--- config.mk ---
export PLATFORM = sky130hd
export DESIGN_NAME = saturating_pack_extend_alu
export DESIGN_NICKNAME = d
export VERILOG_FILES = /design/src/core/sat_pack_alu_pkg.sv /design/src/core/lane_sat_unit.sv /design/src/core/saturating_pack_extend_alu.sv
export VERILOG_INCLUDE_DIRS = /design/src /design/src/core
export SDC_FILE = /design/constraint.sdc
export NUM_CORES = 1
export LEC_CHECK = 0
export BUFFER_PORTS_ARGS = -buffer_cell sky130_fd_sc_hd__buf_4
export CAP_MARGIN = 20
export CELL_PAD_IN_SITES_DETAIL_PLACEMENT = 2
export CELL_PAD_IN_SITES_GLOBAL_PLACEMENT = 2
export CORE_ASPECT_RATIO = 1.5
export CORE_UTILIZATION = 30
export DETAILED_ROUTE_END_ITERATION = 8
export GPL_TIMING_DRIVEN = 1
export PLACE_DENSITY_LB_ADDON = 0.1
export SYNTH_ARGS = -nofsm -noshare
export SYNTH_HDL_FRONTEND = slang
export SYNTH_SLANG_ARGS = --single-unit
--- constraint.sdc ---
create_clock -name MCLK -period 2.1 [get_ports MCLK]
set_input_delay 0 -clock MCLK [delete_from_list [all_inputs] [get_ports MCLK]]
set_output_delay 0 -clock MCLK [all_outputs]
set_load 0.03 [all_outputs]
--- src/core/sat_pack_alu_map.svh ---
// Purpose: Field positions, widths and encodings for the pack/extend unit.
// Assumes: Included by the package and the datapath files.
// Notes: Definitions only.
`ifndef SAT_PACK_ALU_MAP_SVH
`define SAT_PACK_ALU_MAP_SVH
`define SPA_DATA_W 32
`define SPA_HALF_W 16
`define SPA_BYTE_W 8
`define SPA_SHAMT_W 5
`define SPA_ROT_W 2
`define SPA_OP_W 5
`define SPA_ASR_FULL 6'h20
`define SPA_RESULT_RST 32'h0000_0000
`define SPA_FLAGS_RST 4'h0
`endif

--- src/core/sat_pack_alu_pkg.sv ---
// Purpose: Operation codes for the saturating pack and extend unit.
// Assumes: The map header is on the include path.
// Notes: Codes are packed and dense; unknown codes leave the result alone.
`include "sat_pack_alu_map.svh"
package sat_pack_alu_pkg;
	typedef enum logic [`SPA_OP_W-1:0] {
		OP_USAT_ADD_HALVES = 5'h00,
		OP_USAT_ADD_BYTES = 5'h01,
		OP_USAT_SUB_HALVES = 5'h02,
		OP_USAT_SUB_BYTES = 5'h03,
		OP_PACK_BOTTOM_TOP = 5'h04,
		OP_PACK_TOP_BOTTOM = 5'h05,
		OP_SIGN_WIDEN_BYTE = 5'h06,
		OP_SIGN_WIDEN_HALF = 5'h07,
		OP_SIGN_WIDEN_DUAL_BYTE = 5'h08,
		OP_ZERO_WIDEN_BYTE = 5'h09,
		OP_ZERO_WIDEN_HALF = 5'h0a,
		OP_ZERO_WIDEN_DUAL_BYTE = 5'h0b,
		OP_SIGN_WIDEN_BYTE_ADD = 5'h0c,
		OP_SIGN_WIDEN_HALF_ADD = 5'h0d,
		OP_SIGN_WIDEN_DUAL_BYTE_ADD = 5'h0e,
		OP_ZERO_WIDEN_BYTE_ADD = 5'h0f,
		OP_ZERO_WIDEN_HALF_ADD = 5'h10,
		OP_ZERO_WIDEN_DUAL_BYTE_ADD = 5'h11
	} alu_op_e;
endpackage : sat_pack_alu_pkg

--- src/core/lane_sat_unit.sv ---
// Purpose: Lane-wise unsigned saturating add and subtract.
// Assumes: Purely combinational; the caller registers the result.
// Notes: Lane width is a parameter, so one instance serves bytes or halves.
`timescale 1ns/1ps
module lane_sat_unit #(
	parameter int LANE_W = 8,
	parameter int DATA_W = 32
) (
	input wire logic [DATA_W-1:0] a,
	input wire logic [DATA_W-1:0] b,
	input wire logic do_sub,
	output wire logic [DATA_W-1:0] y
);
	localparam int LANES = DATA_W / LANE_W;

	for (genvar i = 0; i < LANES; i++)
	begin : g_lane
		logic [LANE_W:0] ext_sum;
		logic [LANE_W:0] ext_dif;
		logic [LANE_W-1:0] lane_y;
		assign ext_sum = {1'b0, a[i*LANE_W +: LANE_W]}
			+ {1'b0, b[i*LANE_W +: LANE_W]};
		assign ext_dif = {1'b0, a[i*LANE_W +: LANE_W]}
			- {1'b0, b[i*LANE_W +: LANE_W]};
		// A carry out clamps high; a borrow out clamps to zero.
		// Each lane owns its own variable, so no two processes share y.
		always_comb
		begin
			if (!do_sub)
				lane_y = ext_sum[LANE_W] ? {LANE_W{1'b1}}
					: ext_sum[LANE_W-1:0];
			else
				lane_y = ext_dif[LANE_W] ? {LANE_W{1'b0}}
					: ext_dif[LANE_W-1:0];
		end
		assign y[i*LANE_W +: LANE_W] = lane_y;
	end
endmodule : lane_sat_unit

--- src/core/saturating_pack_extend_alu.sv ---
// Purpose: Execute-stage unit for unsigned saturating lane arithmetic,
//          halfword packing and sign or zero widening with optional add.
// Assumes: Operands and controls are valid on the cycle START is high.
// Notes: One cycle of latency; RESULT and DONE are registered.
`timescale 1ns/1ps
`include "sat_pack_alu_map.svh"
module saturating_pack_extend_alu #(
	parameter int DATA_W = `SPA_DATA_W
) (
	input wire logic MCLK,
	input wire logic ARST_N,
	input wire logic START,
	input wire logic [`SPA_OP_W-1:0] OPCODE,
	input wire logic [DATA_W-1:0] FIRST_OPERAND,
	input wire logic [DATA_W-1:0] SECOND_OPERAND,
	input wire logic [`SPA_SHAMT_W-1:0] SHIFT_AMOUNT,
	input wire logic [`SPA_ROT_W-1:0] ROTATE_RIGHT_SELECT,
	input wire logic [3:0] FLAGS_IN,
	output logic [DATA_W-1:0] RESULT,
	output logic [3:0] FLAGS_OUT,
	output logic DONE,
	output logic BAD_OPCODE
);
	localparam int HW = `SPA_HALF_W;
	localparam int BW = `SPA_BYTE_W;

	logic [DATA_W-1:0] result_q;
	logic [DATA_W-1:0] result_d;
	logic [3:0] flags_q;
	logic done_q;
	logic bad_q;
	logic bad_d;
	logic [DATA_W-1:0] sat_half;
	logic [DATA_W-1:0] sat_byte;
	logic sub_sel;
	logic [DATA_W-1:0] lsl_val;
	logic [DATA_W-1:0] asr_val;
	logic [DATA_W-1:0] rotated;
	sat_pack_alu_pkg::alu_op_e op;

	assign op = sat_pack_alu_pkg::alu_op_e'(OPCODE);

	// Rotate right by whole bytes; used by every widen form.
	function automatic logic [DATA_W-1:0] rotate_bytes(
		input logic [DATA_W-1:0] v,
		input logic [`SPA_ROT_W-1:0] sel
	);
		logic [2*DATA_W-1:0] dbl;
		dbl = {v, v};
		return dbl[sel*BW +: DATA_W];
	endfunction : rotate_bytes

	// Widen a byte to a halfword, signed or unsigned.
	function automatic logic [HW-1:0] widen_byte_half(
		input logic [BW-1:0] v,
		input logic signed_fill
	);
		return {{(HW-BW){signed_fill & v[BW-1]}}, v};
	endfunction : widen_byte_half

	// Two widened bytes, low from bits 7..0, high from bits 23..16.
	function automatic logic [DATA_W-1:0] widen_dual(
		input logic [DATA_W-1:0] v,
		input logic signed_fill
	);
		return {widen_byte_half(v[2*HW-BW-1 -: BW], signed_fill),
			widen_byte_half(v[BW-1:0], signed_fill)};
	endfunction : widen_dual

	// Per-halfword wrapping add for the dual widen-add forms.
	function automatic logic [DATA_W-1:0] add_halves(
		input logic [DATA_W-1:0] a,
		input logic [DATA_W-1:0] b
	);
		logic [HW-1:0] lo;
		logic [HW-1:0] hi;
		lo = a[HW-1:0] + b[HW-1:0];
		hi = a[DATA_W-1:HW] + b[DATA_W-1:HW];
		return {hi, lo};
	endfunction : add_halves

	assign sub_sel = (op == sat_pack_alu_pkg::OP_USAT_SUB_HALVES)
		|| (op == sat_pack_alu_pkg::OP_USAT_SUB_BYTES);

	lane_sat_unit #(
		.LANE_W(HW),
		.DATA_W(DATA_W)
	) u_sat_half (
		.a(FIRST_OPERAND),
		.b(SECOND_OPERAND),
		.do_sub(sub_sel),
		.y(sat_half)
	);

	lane_sat_unit #(
		.LANE_W(BW),
		.DATA_W(DATA_W)
	) u_sat_byte (
		.a(FIRST_OPERAND),
		.b(SECOND_OPERAND),
		.do_sub(sub_sel),
		.y(sat_byte)
	);

	// A zero field already yields an unshifted operand.
	assign lsl_val = SECOND_OPERAND << SHIFT_AMOUNT;

	// A zero field selects a full 32-bit shift, leaving only sign copies.
	always_comb
	begin
		if (SHIFT_AMOUNT == '0)
			asr_val = {DATA_W{SECOND_OPERAND[DATA_W-1]}};
		else
			asr_val = DATA_W'($signed(SECOND_OPERAND) >>> SHIFT_AMOUNT);
	end

	assign rotated = rotate_bytes(SECOND_OPERAND, ROTATE_RIGHT_SELECT);

	always_comb
	begin
		result_d = result_q;
		bad_d = 1'b0;
		unique case (op)
			sat_pack_alu_pkg::OP_USAT_ADD_HALVES,
			sat_pack_alu_pkg::OP_USAT_SUB_HALVES:
				result_d = sat_half;
			sat_pack_alu_pkg::OP_USAT_ADD_BYTES,
			sat_pack_alu_pkg::OP_USAT_SUB_BYTES:
				result_d = sat_byte;
			sat_pack_alu_pkg::OP_PACK_BOTTOM_TOP:
				result_d = {lsl_val[DATA_W-1:HW],
					FIRST_OPERAND[HW-1:0]};
			sat_pack_alu_pkg::OP_PACK_TOP_BOTTOM:
				result_d = {FIRST_OPERAND[DATA_W-1:HW],
					asr_val[HW-1:0]};
			sat_pack_alu_pkg::OP_SIGN_WIDEN_BYTE:
				result_d = {{(DATA_W-BW){rotated[BW-1]}},
					rotated[BW-1:0]};
			sat_pack_alu_pkg::OP_ZERO_WIDEN_BYTE:
				result_d = {{(DATA_W-BW){1'b0}}, rotated[BW-1:0]};
			sat_pack_alu_pkg::OP_SIGN_WIDEN_HALF:
				result_d = {{(DATA_W-HW){rotated[HW-1]}},
					rotated[HW-1:0]};
			sat_pack_alu_pkg::OP_ZERO_WIDEN_HALF:
				result_d = {{(DATA_W-HW){1'b0}}, rotated[HW-1:0]};
			sat_pack_alu_pkg::OP_SIGN_WIDEN_DUAL_BYTE:
				result_d = widen_dual(rotated, 1'b1);
			sat_pack_alu_pkg::OP_ZERO_WIDEN_DUAL_BYTE:
				result_d = widen_dual(rotated, 1'b0);
			sat_pack_alu_pkg::OP_SIGN_WIDEN_BYTE_ADD:
				result_d = FIRST_OPERAND + {{(DATA_W-BW){rotated[BW-1]}},
					rotated[BW-1:0]};
			sat_pack_alu_pkg::OP_ZERO_WIDEN_BYTE_ADD:
				result_d = FIRST_OPERAND + {{(DATA_W-BW){1'b0}},
					rotated[BW-1:0]};
			sat_pack_alu_pkg::OP_SIGN_WIDEN_HALF_ADD:
				result_d = FIRST_OPERAND + {{(DATA_W-HW){rotated[HW-1]}},
					rotated[HW-1:0]};
			sat_pack_alu_pkg::OP_ZERO_WIDEN_HALF_ADD:
				result_d = FIRST_OPERAND + {{(DATA_W-HW){1'b0}},
					rotated[HW-1:0]};
			sat_pack_alu_pkg::OP_SIGN_WIDEN_DUAL_BYTE_ADD:
				result_d = add_halves(FIRST_OPERAND,
					widen_dual(rotated, 1'b1));
			sat_pack_alu_pkg::OP_ZERO_WIDEN_DUAL_BYTE_ADD:
				result_d = add_halves(FIRST_OPERAND,
					widen_dual(rotated, 1'b0));
			// Codes outside the set keep the old result and raise a flag.
			default:
				bad_d = 1'b1;
		endcase
	end

	always_ff @(posedge MCLK or negedge ARST_N)
	begin
		if (!ARST_N)
			result_q <= `SPA_RESULT_RST;
		else if (START)
			result_q <= result_d;
	end

	// No operation of this unit alters flags, so they pass through as
	// given; the decoder may write them back without a special case.
	always_ff @(posedge MCLK or negedge ARST_N)
	begin
		if (!ARST_N)
			flags_q <= `SPA_FLAGS_RST;
		else if (START)
			flags_q <= FLAGS_IN;
	end

	always_ff @(posedge MCLK or negedge ARST_N)
	begin
		if (!ARST_N)
		begin
			done_q <= 1'b0;
			bad_q <= 1'b0;
		end
		else
		begin
			done_q <= START;
			bad_q <= START & bad_d;
		end
	end

	assign RESULT = result_q;
	assign FLAGS_OUT = flags_q;
	assign DONE = done_q;
	assign BAD_OPCODE = bad_q;
endmodule : saturating_pack_extend_alu

==> impl_metrics.toml, run 1 <==
[synth]
async_reset_ff_frac = 1.00
ys.flop_type = "dfrtp_1"
synthCells = 1968
netlist.area_leader.share = 0.105
yosysTopAreaCell = "ha_1"
synth_edf_count = 0
synth_area_leaders = "ha_1 11%, mux4_2 7.4%, dfrtp_1 6.6%"
synth_nets = 2182
ys.warnings.count = 0
syn_area_um2 = 14400
synth_cell_types = 106
ys_ff_latch = 38
syn_avg_cell_area_um2 = 7.31
synth_seq_area_share = 0.0661

[outcome]
stop_stage = "5_1_grt"
toolErrorMsg = "[ERROR GRT-0232] Routing congestion too high. Check the congestion heatmap in the GUI."
status = "stopped before the end"

[placed_design]
dp_hpwl_mm = 88.6
io_buffers = 120
gp_congestion = 1.04

[floorplanning]
die_w_um = 181
start_util = 0.306
pin_count = 121
num_rows = 97
fp.dieH_um = 270

[clock_tree]
root_buffer = "clkbuf_16"
clockBufferDepth = 2
cts_buffers = 5
ctsHtreeMaxLevel = 2
cts.sinks = 38

[grt]
grt_max_degree = 65
grt-ovfl-total = 1190
track_usage = 0.832

[sta]
grt_repair_worst_endpoint = "RESULT[31]$_DFFE_PN0P_/D"
endpoint_type = "register data pin"
cell usage after synthesis, types with 16 or more instances:
library cell and count:
a21oi_1 182, nor2_1 179, nand2_1 175, o21ai_0 153, ha_1 121, inv_1 95
clkbuf_1 91, mux2i_1 66, a211oi_1 50, mux4_2 47, nor3_1 47, o211ai_1 43
buf_2 42, dfrtp_1 38, xnor2_1 36, a21o_1 31, nand3_1 31, a221oi_1 28
mux2_2 28, nor2b_1 27, a221o_1 24, o21a_1 20, o221ai_1 19, a31oi_1 17
nand2b_1 16, o21bai_1 16, or3_1 16
stage by stage:
step	hold WS, ns	cell area [um2]	setup WS (ns)	instances
2_1_floorplan	-0.296	14700	-1.10	1968
3_5_place_dp	0.0675	21700	-1.58	3325
3_3_place_gp	0.0690	21700	-1.48	3324
4_1_cts	0.218	24100	-0.906	3426
metal layers:
| metal | GRT overflow | GRT usage |
|---|---|---|
| met4 | 363 | 0.956 |
| met5 | 0 | 0.186 |
| met1 | 14 | 0.789 |
| met2 | 793 | 1.04 |
| met3 | 20 | 0.633 |
cells by family after synthesis:
group           after synthesis  synth area share
xor+xnor                     52            0.0322
fa+ha+maj                   131             0.119
buf+inv                     260            0.0785
compound gates              763             0.370
simple gates                583             0.193
mux                         141             0.141
flops                        38            0.0661
repair_timing:
action                                  CTS
hold buffers                              6
pin swaps                               139
gates resized for setup                 345
endpoints found under the setup margin   32
setup buffers                            95
hold endpoints to repair                 44
gates cloned                              1
==> run 2, diff against run 1 <==
CELL_PAD_IN_SITES_DETAIL_PLACEMENT = not set   (was 2)
CELL_PAD_IN_SITES_GLOBAL_PLACEMENT = not set   (was 2)
CORE_ASPECT_RATIO = not set   (was 1.5)
CORE_UTILIZATION = 20   (was 30)
PLACE_DENSITY_LB_ADDON = 0.15   (was 0.1)
==> run 2 against run 1 <==
  * The flow now finishes, with violations (setup timing)
  * Area after synthesis did not move
  * Synthesized cell count did not move
==> impl_metrics.toml, run 2 <==
[power]
ir_worst_vdd_mv = 0.266
p_int_mw = 5.46
sequentialPowerShare = 0.094
p_sw_frac = 0.473
power.leakage_nw = 10.6
power.density_nw_per_um2 = 428
clkPwrFrac = 0.093
p_total_mw = 10.4
p_comb_frac = 0.813
switching_power_mw = 4.90

[critical_path]
path_cells = "buf_6, buf_6, mux4_2, nand3_4, buf_6, o21ai_2, ha_1, nand3_2, or4_4, a31oi_4, buf_6, nand4b_1, mux2i_1, or3_1, o221a_1"
cp_common_cell = "buf_6"
slowest_delay_ns = 0.56
ff2ff_setup_slack_ns = 1.26
critPathKind = "input pin to flip-flop"
r2r_end = "RESULT[24]$_DFFE_PN0P_"
worstPathMaxFanout = 6
worstPathArrival_ns = 3.23
crit_family = "simple AND/OR/NAND/NOR gates"
crit_buf_inv = 4
r2r-start = "RESULT[24]$_DFFE_PN0P_"
cp-end-kind = "flip-flop"
startpoint_type = "input pin"
rr_worst_depth = 1
cp.required_ns = 2.30
cpMaxStageDelayCell = "or4_4"
path_depth = 15

[floorplanning]
core_um2 = 70600
fp.dieH_um = 270
die_w_um = 270
start_util = 0.204
die-area_um2 = 73000
pin_count = 121
num_rows = 97

[grt]
track_usage = 0.235
antenna_found_initial = 2
grt-ovfl-total = 0
grt_pass1_wl_mm = 129
grt_max_degree = 39
grt_pass1_vias = 19000

[layout]
fillers = 7593
drive_gt1_frac = 0.466
multi_input_area_um2 = 13700
layout_common_cells = "895 x buf_4, 175 x nor2_1, 162 x nand2_1"
stdcell_count = 3722
areaGrowthSynthToFinish_pct = 68.2
fin_util = 0.343
regArea_um2 = 951
nets = 2996
largest_reg_flops = 32
layout_commonest_cell = "buf_4"
antennaDiodeCount = 0

[sta]
slew_violations = 0
setup_viol = 32
min_period_ns = 3.03
grt_setup_unrepaired = "yes"
fin_skew_ns = 0
worst_pin_slew_ns = 1.00
fmax_mhz = 330
relSlewSlack = 0.327
hold_viol_final = 0
setup_slack_ns = -0.927
fin_crit_sh = 1.44
fin_setup_tns_ns = -19.44

[clock_tree]
clockBufferDepth = 2
clkTransAtPathRegs_ns = 0.07
root_buffer = "clkbuf_16"
ctsHtreeMaxLevel = 2
clk_latency_ns = 0.30
cts_buffers = 5
cts.sinks = 38
cts_tree = "done"

[outcome]
violations = "setup timing"
status = "complete, but fails checks"

[synth]
syn_area_um2 = 14400
synth_area_leaders = "ha_1 11%, mux4_2 7.4%, dfrtp_1 6.6%"
ys.flop_type = "dfrtp_1"
ys_ff_latch = 38
yosysTopAreaCell = "ha_1"
netlist.area_leader.share = 0.105
synthTopCellsByCount = "182 x a21oi_1, 179 x nor2_1, 175 x nand2_1"
synthCells = 1968
synth_nets = 2182
synth_cell_types = 106
synth_most_common_cell = "a21oi_1"
ys.warnings.count = 0
syn_avg_cell_area_um2 = 7.31
synth_seq_area_share = 0.0661
synth_edf_count = 0
async_reset_ff_frac = 1.00

[placed_design]
dp_hpwl_mm = 74.8
pre_cts_ws_ns = -1.56
dp_cells = 3653
io_buffers = 120
gp_congestion = 0.945

[routing]
wire_per_inst_um = 23.8
vias = 19400
drc = 0
ant_nets = 0
viasPerCell = 5.21
drt-initial-drc-count = 1390
first_pass_iters = 7
wl_mm = 88.5

[flow_run]
maxCapViolations = 0

[min_path]
hold_path_class = "input pin to async pin"
-- run 2: cell counts after synthesis --
Identical to the previous run, type by type.
-- run 2: timing repair --
item / CTS / global route
cloned: 3 / 1
setup endpoints to repair: 32 / 32
pin swaps: 98 / 95
setup buffers: 28 / 31
resized for setup: 207 / 118
hold endpoints to repair: 43 / 0
hold buffers: 6 / 0
-- run 2: cells by family after synthesis --
group	after synthesis	synth area share
xor gates and xnor gates	52	0.0322
and+or+nand+nor	583	0.193
DFF	38	0.0661
buffers and inverters	260	0.0785
muxes	141	0.141
adders and majority gates	131	0.119
AOI/OAI and AO/OA	763	0.370
-- run 2: through the flow --
stage / instance area [um2] / hold slack, ns
global route: 24200 / 0.290
floorplan: 14700 / -0.296
CTS: 23400 / 0.251
finish: 24200 / 0.231
detailed placement: 22000 / 0.0457
global placement: 22000 / 0.0434
-- run 2: how the worst max path moves through the flow --
| stage | start | slack [ns] | end |
|---|---|---|---|
| after global placement | ROTATE_RIGHT_SELECT[1] | -1.94 | RESULT[26]$_DFFE_PN0P_ |
| after floorplan | ROTATE_RIGHT_SELECT[1] | -1.10 | RESULT[31]$_DFFE_PN0P_ |
| final | SECOND_OPERAND[7] | -0.93 | RESULT[31]$_DFFE_PN0P_ |
| after CTS | SECOND_OPERAND[23] | -0.91 | RESULT[31]$_DFFE_PN0P_ |
| after detailed placement | ROTATE_RIGHT_SELECT[1] | -1.56 | RESULT[30]$_DFFE_PN0P_ |
| after global routing | SECOND_OPERAND[23] | -0.98 | RESULT[31]$_DFFE_PN0P_ |
-- run 2: cell type report --
| cell class | instances | share of cell area |
|---|---|---|
| clock buffers | 6 | 0.00574 |
| clock inverters | 1 | 0.00124 |
| flip-flops and latches | 38 | 0.0393 |
| multi-input cells | 1670 | 0.566 |
| repair buffers | 968 | 0.323 |
| inverters | 99 | 0.0160 |
| well taps | 940 | 0.0486 |
-- run 2: per-layer routing --
metal  track usage  up-vias  wire length [um]
li1              -     9139                 -
met1         0.351     9602             43800
met2         0.372      611             39100
met3        0.0132       47              4420
met4        0.0355        0              1210
met5             0        -                 0
-- run 2: power by group through the flow --
| stage | registers [mW] | logic, mW | clock network (mW) |
|---|---|---|---|
| global placement | 0.992 | 7.39 | 0 |
| detailed placement | 0.995 | 7.39 | 0 |
| floorplan | 1.25 | 3.48 | 0 |
| CTS | 0.982 | 7.97 | 0.992 |
| global route | 0.996 | 8.98 | 1.01 |
| finish | 0.975 | 8.42 | 0.965 |
(Power assumes the default switching activity.)
==> run 3, diff against run 2 <==
CAP_MARGIN = not set   (was 20)
CTS_BUF_LIST = sky130_fd_sc_hd__clkbuf_8   (was not set)
==> run 3 against run 2 <==
  * The flow still finishes with violations (setup timing)
  * Sequential power about the same
  * Global-route usage rose by 0.087 points
  * Non-clock buffer count fell by 1
  * Hold slack worse by 0.037 ns
  * Core utilization increased by 0.14 points
  * Critical endpoint unchanged
==> impl_metrics.toml, run 3 (same netlist as run 2, synthesis figures left out) <==
[clock_tree]
clk_latency_ns = 0.32
clkTransAtPathRegs_ns = 0.10
root_buffer = "clkbuf_8"
ctsHtreeMaxLevel = 2
cts.sinks = 38
clockBufferDepth = 2
cts_buffers = 5
cts_tree = "done"

[floorplanning]
pin_count = 121
fp.dieH_um = 270
num_rows = 97
start_util = 0.204
core_um2 = 70600
die-area_um2 = 73000
die_w_um = 270

[power]
p_total_mw = 10.3
power.density_nw_per_um2 = 423
power.leakage_nw = 10.6
ir_worst_vdd_mv = 0.240

[critical_path]
critPathCapture = "RESULT[31]$_DFFE_PN0P_"
startpoint_type = "input pin"
r2r-start = "RESULT[24]$_DFFE_PN0P_"
r2r_end = "RESULT[24]$_DFFE_PN0P_"
worstPathMaxFanout = 8
critPathKind = "input pin to flip-flop"
cp_common_cell = "buf_4"
slowest_delay_ns = 0.53
cpMaxStageDelayCell = "or4_4"
startpoint = "ROTATE_RIGHT_SELECT[1]"
cp.required_ns = 2.34
cp-end-kind = "flip-flop"
path_cells = "buf_12, buf_12, mux2i_4, o21ai_2, ha_4, buf_4, buf_4, buf_4, a211oi_4, o211ai_2, nand2_2, or4_4, a31oi_4, buf_6, nand4b_1, mux2i_1, or3_1, o221a_1"
ff2ff_setup_slack_ns = 1.27
worstPathArrival_ns = 3.25
rr_worst_depth = 1

[layout]
fillers = 7492
layout_commonest_cell = "buf_4"
areaGrowthSynthToFinish_pct = 68.9
layout_common_cells = "886 x buf_4, 174 x nor2_1, 162 x nand2_1"
largest_reg_flops = 32
drive_gt1_frac = 0.471
stdcell_count = 3722
nets = 2995

[sta]
grt_setup_unrepaired = "yes"
setup_viol = 32
fmax_mhz = 332
fin_crit_sh = 1.43
min_period_ns = 3.01
relSlewSlack = 0.331
fin_skew_ns = 0
fin_setup_tns_ns = -19.54
slew_violations = 0
worst_pin_slew_ns = 0.995
hold_viol_final = 0
setup_slack_ns = -0.908
whs_ns = 0.194

[placed_design]
dp_hpwl_mm = 74.9
io_buffers = 120
gp_congestion = 0.945
dp_cells = 3652

[routing]
vias = 19300
wire_per_inst_um = 23.9
wl_mm = 88.9
ant_nets = 0
viasPerCell = 5.17
first_pass_iters = 5
drc = 0
drt-initial-drc-count = 1302

[grt]
grt_max_degree = 39
grt_pass1_vias = 19000
antenna_found_initial = 4
grt-ovfl-total = 0
track_usage = 0.235
grt_pass1_wl_mm = 129

[outcome]
violations = "setup timing"
status = "complete, but fails checks"

[flow_run]
maxCapViolations = 0

[min_path]
hold_path_class = "input pin to async pin"
## run 3: cell count changes in the layout (fill, tap and decap cells not counted), sizes merged
| cell | change |
|---|---|
| diode | +1 |
| bufbuf | +1 |
| clkbuf | -1 |
| buf | -1 |
## run 3: worst max-delay path, delay by kind of cell
kind	cells	cell delay, ns
AND/OR/NAND/NOR	4	1.13
AO/OA/AOI/OAI	5	0.88
buffers and inverters	6	0.70
multiplexers	2	0.34
adder cells (fa/ha/maj)	1	0.18
## run 3: report_power, final
group	switching, mW	internal [mW]
Clock	0.348	0.381
Combinational	4.48	4.09
Sequential	0.0996	0.875
Total	4.93	5.34
## run 3: how the worst min path moves through the flow
stage	endpoint	slack (ns)	cells past startpoint
after floorplan	BAD_OPCODE$_DFF_PN0_	-0.30	0
after global placement	RESULT[11]$_DFFE_PN0P_	0.04	1
after detailed placement	RESULT[11]$_DFFE_PN0P_	0.05	1
after CTS	RESULT[11]$_DFFE_PN0P_	0.21	2
after global routing	RESULT[11]$_DFFE_PN0P_	0.25	2
final	RESULT[11]$_DFFE_PN0P_	0.19	2
## run 3: through the flow
step                area [um2]  utilization  setup WS [ns]
floorplan                14700            -          -1.10
global placement         22000        0.311          -1.94
detailed placement       22000        0.311          -2.02
CTS                      23600        0.334         -0.900
global route             24300        0.344          -1.00
finish                   24300        0.344         -0.908
## run 3: what timing repair did
action                                 CTS  global route
endpoints found under the hold margin   43             0
buffers inserted                        46            22
hold buffers                             6             0
pin swaps                              143            92
setup endpoints to repair               32            32
cloned                                   3             0
gates resized for setup                254           116
## run 3: area by class of cell
cell class                 count  area, um2  area share
antenna                        1       2.50    0.000103
clock buffer                   6       82.6     0.00340
clock inverter                 1       30.0     0.00124
inverter                      99        390      0.0161
multi-input combinational   1670      13900       0.570
sequential                    38        951      0.0391
tap                          940       1180      0.0484
timing repair buffer         967       7810       0.321
## run 3: routing by layer
layer | routed length [um] | GRT usage | vias to the layer above
li1 | - | - | 9125
met1 | 43200 | 0.349 | 9572
met2 | 39600 | 0.373 | 503
met3 | 4730 | 0.0196 | 48
met4 | 1300 | 0.0360 | 2
met5 | 20 | 0 | -
